--- src/inc/can_filt_pkg.sv ---
/*
 * Constants for the acceptance-filter and buffer-base configuration block.
 * Assumes a plain register port with one-cycle strobes and a 32-bit data path.
 */
package can_filt_pkg;

    // ------------------------------------------------------------
    // Register map (indices chosen locally, byte address = 4 * index)
    // ------------------------------------------------------------
    localparam logic [7:0]  ADDR_FILTER_CTRL  = 8'h00;
    localparam logic [7:0]  ADDR_BUFFER_BASE  = 8'h04;
    localparam logic [7:0]  ADDR_CTRL_WORD    = 8'h08;

    // ------------------------------------------------------------
    // Field layout
    // ------------------------------------------------------------
    localparam int          NUM_FILTERS       = 4;
    localparam int          FILT_ON_BIT       = 7;
    localparam int          MASK_LSB          = 5;
    localparam int          FIFO_LSB          = 0;
    localparam int          OPMODE_LSB        = 21;
    localparam logic [2:0]  OPMODE_CONFIG     = 3'h4;
    localparam logic [31:0] BASE_WRITE_MASK   = 32'hFFFF_FFFC;

    // ------------------------------------------------------------
    // Reset values
    // ------------------------------------------------------------
    localparam logic [31:0] FILTER_CTRL_RST   = 32'h0000_0000;
    localparam logic [31:0] BUFFER_BASE_RST   = 32'h0000_0000;
    localparam logic [2:0]  OPMODE_RST        = 3'h4;

endpackage

--- src/design/can_acceptance_filter_config.sv ---
/*
 * Register side of the CAN acceptance-filter configuration: filter control
 * word, message buffer base address and the operating-mode field.
 * Assumes one-cycle read/write strobes, never together; read data the next cycle.
 */
// Notes on behaviour
// Each filter has a one-bit enable
// Two-bit mask choice selects mask 0 to 3
// Five-bit field selects destination FIFO 0-31
// Filter n uses byte n: on, mask, fifo
// Mask and FIFO fields locked while enabled
// Base address gives start of all buffers
// Base bits 1:0 read-only zero
// Base writable only in configuration mode 100
// All writable fields reset to zero, except the mode field, which resets to configuration mode 100
`timescale 1ns/100ps
module can_acceptance_filter_config
    import can_filt_pkg::*;
(
    // Clock and reset
    input  wire logic        i_mclk,
    input  wire logic        i_rst_n,
    // Register port
    input  wire logic [7:0]  i_addr,
    input  wire logic [31:0] i_wdata,
    input  wire logic        i_wr,
    input  wire logic        i_rd,
    output logic      [31:0] o_rdata,
    // Filter configuration towards the matching engine
    output logic      [3:0]  o_filter_on,
    output logic      [7:0]  o_filter_mask_choice,
    output logic      [19:0] o_filter_fifo_target,
    output logic      [31:0] o_buffer_base,
    output logic      [2:0]  o_operating_mode
);
    import can_filt_pkg::*;

    // ------------------------------------------------------------
    // State
    // ------------------------------------------------------------
    typedef struct packed {
        // Read data of the last read, zero when no read was made
        logic [31:0] rdata;
        // Held configuration
        logic [31:0] base;
        logic [2:0]  opmode;
        // Registered copies of the filter word towards the matching engine
        logic [3:0]  on;
        logic [7:0]  mask;
        logic [19:0] fifo;
    } top_state_t;

    top_state_t  state_ff;
    top_state_t  nxt_state;
    logic [31:0] filter_word;

    // ------------------------------------------------------------
    // Decode helpers
    // ------------------------------------------------------------
    function automatic logic hit(input logic [7:0] a, input logic [7:0] ref_a);
        hit = (a == ref_a);
    endfunction

    // One-hot register select; a miss lands on the empty code, so unmapped
    // reads return zero and unmapped writes change nothing
    typedef enum logic [3:0] {
        SEL_NONE   = 4'b0001,
        SEL_FILTER = 4'b0010,
        SEL_BASE   = 4'b0100,
        SEL_CTRL   = 4'b1000
    } reg_sel_t;

    function automatic reg_sel_t decode_sel(input logic [7:0] a);
        reg_sel_t sel;
        sel = SEL_NONE;
        if (hit(a, ADDR_FILTER_CTRL)) begin
            sel = SEL_FILTER;
        end else if (hit(a, ADDR_BUFFER_BASE)) begin
            sel = SEL_BASE;
        end else if (hit(a, ADDR_CTRL_WORD)) begin
            sel = SEL_CTRL;
        end
        decode_sel = sel;
    endfunction

    // Word alignment is forced on the write and again on the read path
    function automatic logic [31:0] align_word(input logic [31:0] w);
        align_word = w & BASE_WRITE_MASK;
    endfunction

    // Only the mode field of the controller control word is held here;
    // every other bit of it reads zero
    function automatic logic [31:0] ctrl_image(input logic [2:0] mode);
        logic [31:0] img;
        img                  = '0;
        img[OPMODE_LSB +: 3] = mode;
        ctrl_image           = img;
    endfunction

    // Split the filter word into per-filter groups, filter n from byte n
    function automatic logic [3:0] gather_on(input logic [31:0] w);
        logic [3:0] v;
        v = '0;
        for (int n = 0; n < NUM_FILTERS; n++) begin
            v[n] = w[8*n + FILT_ON_BIT];
        end
        gather_on = v;
    endfunction

    function automatic logic [7:0] gather_mask(input logic [31:0] w);
        logic [7:0] v;
        v = '0;
        for (int n = 0; n < NUM_FILTERS; n++) begin
            v[2*n +: 2] = w[8*n + MASK_LSB +: 2];
        end
        gather_mask = v;
    endfunction

    function automatic logic [19:0] gather_fifo(input logic [31:0] w);
        logic [19:0] v;
        v = '0;
        for (int n = 0; n < NUM_FILTERS; n++) begin
            v[5*n +: 5] = w[8*n + FIFO_LSB +: 5];
        end
        gather_fifo = v;
    endfunction

    // ------------------------------------------------------------
    // Access qualification
    // ------------------------------------------------------------
    reg_sel_t    wr_sel;
    reg_sel_t    rd_sel;
    logic        filter_wr;
    logic        ctrl_wr;
    logic        base_wr_ok;

    assign wr_sel     = i_wr ? decode_sel(i_addr) : SEL_NONE;
    assign rd_sel     = i_rd ? decode_sel(i_addr) : SEL_NONE;
    assign filter_wr  = (wr_sel == SEL_FILTER);
    assign ctrl_wr    = (wr_sel == SEL_CTRL);
    // Gate on the mode already held, so a mode change and base write cannot race
    assign base_wr_ok = (wr_sel == SEL_BASE) && (state_ff.opmode == OPMODE_CONFIG);

    // ------------------------------------------------------------
    // Filter bytes
    // ------------------------------------------------------------
    // Each slot owns its lock: the stored enable of that byte decides
    genvar g;
    generate
        for (g = 0; g < NUM_FILTERS; g++) begin : g_slot
            filter_byte_slot u_slot (
                .i_mclk  (i_mclk),
                .i_rst_n (i_rst_n),
                .i_wr    (filter_wr),
                .i_wdata (i_wdata[8*g +: 8]),
                .o_byte  (filter_word[8*g +: 8])
            );
        end
    endgenerate

    // ------------------------------------------------------------
    // Next state
    // ------------------------------------------------------------
    always_comb begin
        nxt_state = state_ff;
        nxt_state.rdata = '0;
        // The engine sees the filter word one edge late; the lock decision
        // always uses the slot's own stored enable, never this copy
        nxt_state.on   = gather_on(filter_word);
        nxt_state.mask = gather_mask(filter_word);
        nxt_state.fifo = gather_fifo(filter_word);
        // Mode field of the controller control word
        if (ctrl_wr) begin
            nxt_state.opmode = i_wdata[OPMODE_LSB +: 3];
        end

        // Buffer base: only in configuration mode, low bits forced to zero
        if (base_wr_ok) begin
            nxt_state.base = align_word(i_wdata);
        end

        // Read data stands one cycle after the strobe and is zero otherwise
        case (rd_sel)
            SEL_FILTER: begin
                nxt_state.rdata = filter_word;
            end
            SEL_BASE: begin
                nxt_state.rdata = align_word(state_ff.base);
            end
            SEL_CTRL: begin
                nxt_state.rdata = ctrl_image(state_ff.opmode);
            end
            SEL_NONE: begin
                nxt_state.rdata = '0;
            end
            default: begin
                nxt_state.rdata = '0;
            end
        endcase
    end

    // ------------------------------------------------------------
    // Registers
    // ------------------------------------------------------------
    // Mode resets to configuration so the base can be set up right after reset
    always_ff @(posedge i_mclk or negedge i_rst_n) begin
        if (!i_rst_n) begin
            state_ff        <= '0;
            state_ff.opmode <= OPMODE_RST;
        end else begin
            state_ff <= nxt_state;
        end
    end

    // ------------------------------------------------------------
    // Outputs
    // ------------------------------------------------------------
    // Every output is a flop of the state word; nothing combinational reaches a pin
    assign o_rdata              = state_ff.rdata;
    assign o_filter_on          = state_ff.on;
    assign o_filter_mask_choice = state_ff.mask;
    assign o_filter_fifo_target = state_ff.fifo;
    assign o_buffer_base        = state_ff.base;
    assign o_operating_mode     = state_ff.opmode;
endmodule

--- src/design/filter_byte_slot.sv ---
/*
 * One filter's control byte: enable, mask choice, FIFO target.
 * Assumes the parent supplies a qualified write strobe for this byte.
 */
`timescale 1ns/100ps
module filter_byte_slot
    import can_filt_pkg::*;
(
    // Clock and reset
    input  wire logic       i_mclk,
    input  wire logic       i_rst_n,
    // Write side
    input  wire logic       i_wr,
    input  wire logic [7:0] i_wdata,
    // Stored byte
    output logic      [7:0] o_byte
);
    typedef struct packed {
        logic [7:0] byte_val;
    } slot_state_t;

    slot_state_t state_ff;
    slot_state_t nxt_state;

    always_comb begin
        nxt_state = state_ff;
        if (i_wr) begin
            nxt_state.byte_val[FILT_ON_BIT] = i_wdata[FILT_ON_BIT];
            // Locked while enabled: only the enable bit may change
            if (!state_ff.byte_val[FILT_ON_BIT]) begin
                nxt_state.byte_val[6:0] = i_wdata[6:0];
            end
        end
    end

    always_ff @(posedge i_mclk or negedge i_rst_n) begin
        if (!i_rst_n) begin
            state_ff <= '0;
        end else begin
            state_ff <= nxt_state;
        end
    end

    assign o_byte = state_ff.byte_val;
endmodule

--- config.mk ---
export PLATFORM = sky130hd
export DESIGN_NAME = can_acceptance_filter_config
export DESIGN_NICKNAME = d
export VERILOG_FILES = /design/src/inc/can_filt_pkg.sv /design/src/design/can_acceptance_filter_config.sv /design/src/design/filter_byte_slot.sv
export SDC_FILE = /design/constraint.sdc
export NUM_CORES = 1
export LEC_CHECK = 0
export ABC_AREA = 1
export BUFFER_PORTS_ARGS = -buffer_cell sky130_fd_sc_hd__buf_4
export CORE_UTILIZATION = 39
export CTS_BUF_LIST = sky130_fd_sc_hd__clkbuf_8
export DETAILED_ROUTE_END_ITERATION = 6
export GPL_ROUTABILITY_DRIVEN = 0
export GPL_TIMING_DRIVEN = 0
export REMOVE_ABC_BUFFERS = 1
export SYNTH_ARGS = -nofsm -noshare
export SYNTH_HDL_FRONTEND = slang
export SYNTH_HIERARCHICAL = 1
export SYNTH_SLANG_ARGS = --single-unit
--- constraint.sdc ---
create_clock -name i_mclk -period 1.6 [get_ports i_mclk]
set_input_delay 0.16 -clock i_mclk [delete_from_list [all_inputs] [get_ports i_mclk]]
set_output_delay 0.16 -clock i_mclk [all_outputs]
set_load 0.005 [all_outputs]
==> reports/summary.txt <==
status = finished, final reports clean
Clk Latency, worst-skew pair = 420 ps
via/cell ratio = 4.79
fmax = 662 MHz
RSZ-0062 raised after global routing = yes
Die Ht = 114 µm
Layout area overhead = 40.6%
Finish-stage setup viols = 0
worst hold-check path type = primary input to flop
most frequent cells in the layout = nand2_1, buf_4, nand3_1, dfrtp_1, dlygate4sd3_1
simple-gate portion of the synthesized area = 28.5%
max-cap viol count = 0
Clock Path Buffers = 2
boundary pin count = 143
FF+latch count, synth = 129
Iter 0 DRT Violations = 306
ANT nets after route = 0
slowest CP cell = dfstp_2
Slew HR = 32.3%
post-route insts no fill = 834
largest family of logic cells by synthesized area = simple AND/OR/NAND/NOR gates
worst r2r path cells = 6
via count = 3,997
Syn Std Cell Area = 4920 µm²
final WL = 12,600 µm
DRC violations left = 0
gr ovfl total = 0
crit end category = flop
Placed Area = 6020 µm²
CTS tree = yes
Critical Path Max Stage Delay = 580 ps
Final min period = 1510 ps
Post-Syn Instances = 476
Finished Cell Area = 6910 µm²
vias in the first global route = 3,935
crit path from = o_operating_mode[2]
layout filler cell count = 1,104
RR Startpoint = o_operating_mode[2]
fin nets = 697
core area = 12,200 µm²
r2r endpoint = o_buffer_base[20]
Avg Cell Area, Syn = 10.3 µm²
DRT Pass-1 Iters = 4
part of the cycle the worst path needs = 94.4%
post-synthesis mux area share = 0%
Max Clock Skew = 9.48 ps
WHS = 146 ps
Worst-path clk slew = 70 ps
endpoints failing hold = 0
Least-Margin Pin Slew = 1020 ps
Worst Path Max Fanout = 15
critical path type = flop to flop
global-route wire length before repair = 20,300 µm
count of final max-slew check failures = 0
TritonCTS buffer count = 17
antenna violations before repair = 0
register-to-register setup slack = 90 ps
post-synthesis sequential area ratio = 65.7%
power density cells = 971 nW/µm²
DP HPWL = 7110 µm
Die X = 114 µm
total die area = 13,100 µm²
Port Buf Inserts = 140
CP arrival = 1870 ps
CP Buf/Inv Count = 2
Synth Area in XOR/XNOR = 0%
Worst Hold Depth = 6
Inserted Diodes = 0
synthesis warning total = 6
largest net degree at the start of global routing = 99
Post-Place Cells = 762
hold_sp = i_addr[0]
Lkg Pwr = 3.84 nW
Distinct cells, synth = 20
Sink Count = 129
compound-gate portion of the synthesized area = 0.407%
Initial Util = 40.4%
htree depth = 4
family with the most delay on the worst path = flip-flops
adder-cell area share of the yosys netlist = 0%
crit path cell chain = nand3_2 > nor2_4 > buf_12 > buf_6 > nand3_1 > nand2_1
WP data required = 1960 ps
commonest non-fill, non-tap cell in the layout = nand2_1
Site Rows = 40
drt wl/cell = 15.1 µm
WHS Endpoint = o_operating_mode[2]
share of cells above drive strength 1 = 30.5%
kind of start point of the critical path = flop
GRT Util Overall = 20.6%
VDD IR max = 0.493 mV
clk root buf = clkbuf_8
-- worst max path at each step --
stage                                       endpoint  slack, ps  cells after the start
final                              o_buffer_base[20]         90                      6
after global routing                o_buffer_base[2]         -2                      7
after CTS                 g_slot[0].u_slot/o_byte[5]         30                      9
after detailed placement           o_buffer_base[13]       -740                      5
after global placement    g_slot[2].u_slot/o_byte[7]      -4050                      5
after floorplan           g_slot[0].u_slot/o_byte[7]      -2130                      4
-- synth_stat cells --
cell	n	area share, %
buf_1	3	0.23
buf_2	1	0.10
buf_4	8	1.2
buf_6	13	3.0
clkbuf_1	2	0.15
conb_1	1	0.076
dfrtp_1	128	65
dfstp_2	1	0.53
inv_1	5	0.38
inv_2	4	0.31
nand2_1	155	12
nand2_2	3	0.38
nand2_4	5	1.1
nand3_1	129	13
nor2_1	6	0.46
nor2_2	4	0.51
nor2_4	2	0.46
nor2_8	1	0.41
nor3b_1	1	0.15
o21ai_0	4	0.41
-- power breakdown --
group          switching (W)  internal [W]  leakage (nW)
logic               0.000206      0.000174          1.86
registers          0.0000195       0.00329          1.76
clock network        0.00129       0.00174         0.220
-- layer usage --
metal / wire, µm / part of all wire, % / GRT usage, % / up-vias
li1: - / - / - / 1915
met1: 5370 / 43 / 26.1 / 1938
met2: 6210 / 49 / 33.6 / 135
met3: 904 / 7.2 / 6.56 / 9
met4: 87 / 0.69 / 7.01 / 0
met5: 0 / 0 / 0 / -
-- flip-flops by register name (all words and copies together), names as in the netlist --
signal and count:
g_slot.u_slot/o_byte 32, o_filter_on 4, o_filter_fifo_target 20, o_filter_mask_choice 8, o_buffer_base 30, o_operating_mode 3
o_rdata 32
-- cells by family after synthesis --
logic type / after synthesis
flops: 129
simple gates: 306
buf+inv: 36
other cells: 1
compound gates: 4
-- final cells by class --
class	instances	area [µm²]	share of cell area [%]
clock buffer	18	248	3.58
clock inverter	14	189	2.73
inverter	9	33.8	0.489
multi-input combinational	314	1490	21.5
sequential	129	3230	46.7
tap	168	210	3.04
timing repair buffer	182	1520	22.0
-- worst register-to-register path: cells and delay by family (launching register included) --
family	cells	cell delay (ps)
buf+inv	2	350
simple gates	4	520
flops	1	580
-- metrics by stage --
stage                     total power (W)  setup TNS [ps]  utilization, %  setup slack, ps
after floorplan                   0.00343          -63890               -            -2130
after global placement            0.00366         -148520            48.9            -4050
after detailed placement          0.00367          -32310            49.5             -736
after CTS                         0.00679               0            56.5             30.6
after global routing              0.00697           -2.18            56.9            -2.18
final                             0.00671               0            56.9             89.8
-- timing repair --
item	CTS	global route
resized for setup	4	3
pin swaps	1	1
endpoints found under the hold margin	96	0
buffers inserted	2	1
hold buffers	35	0
setup endpoints to repair	30	31
gates cloned	2	0
(Power assumes the default switching activity.)
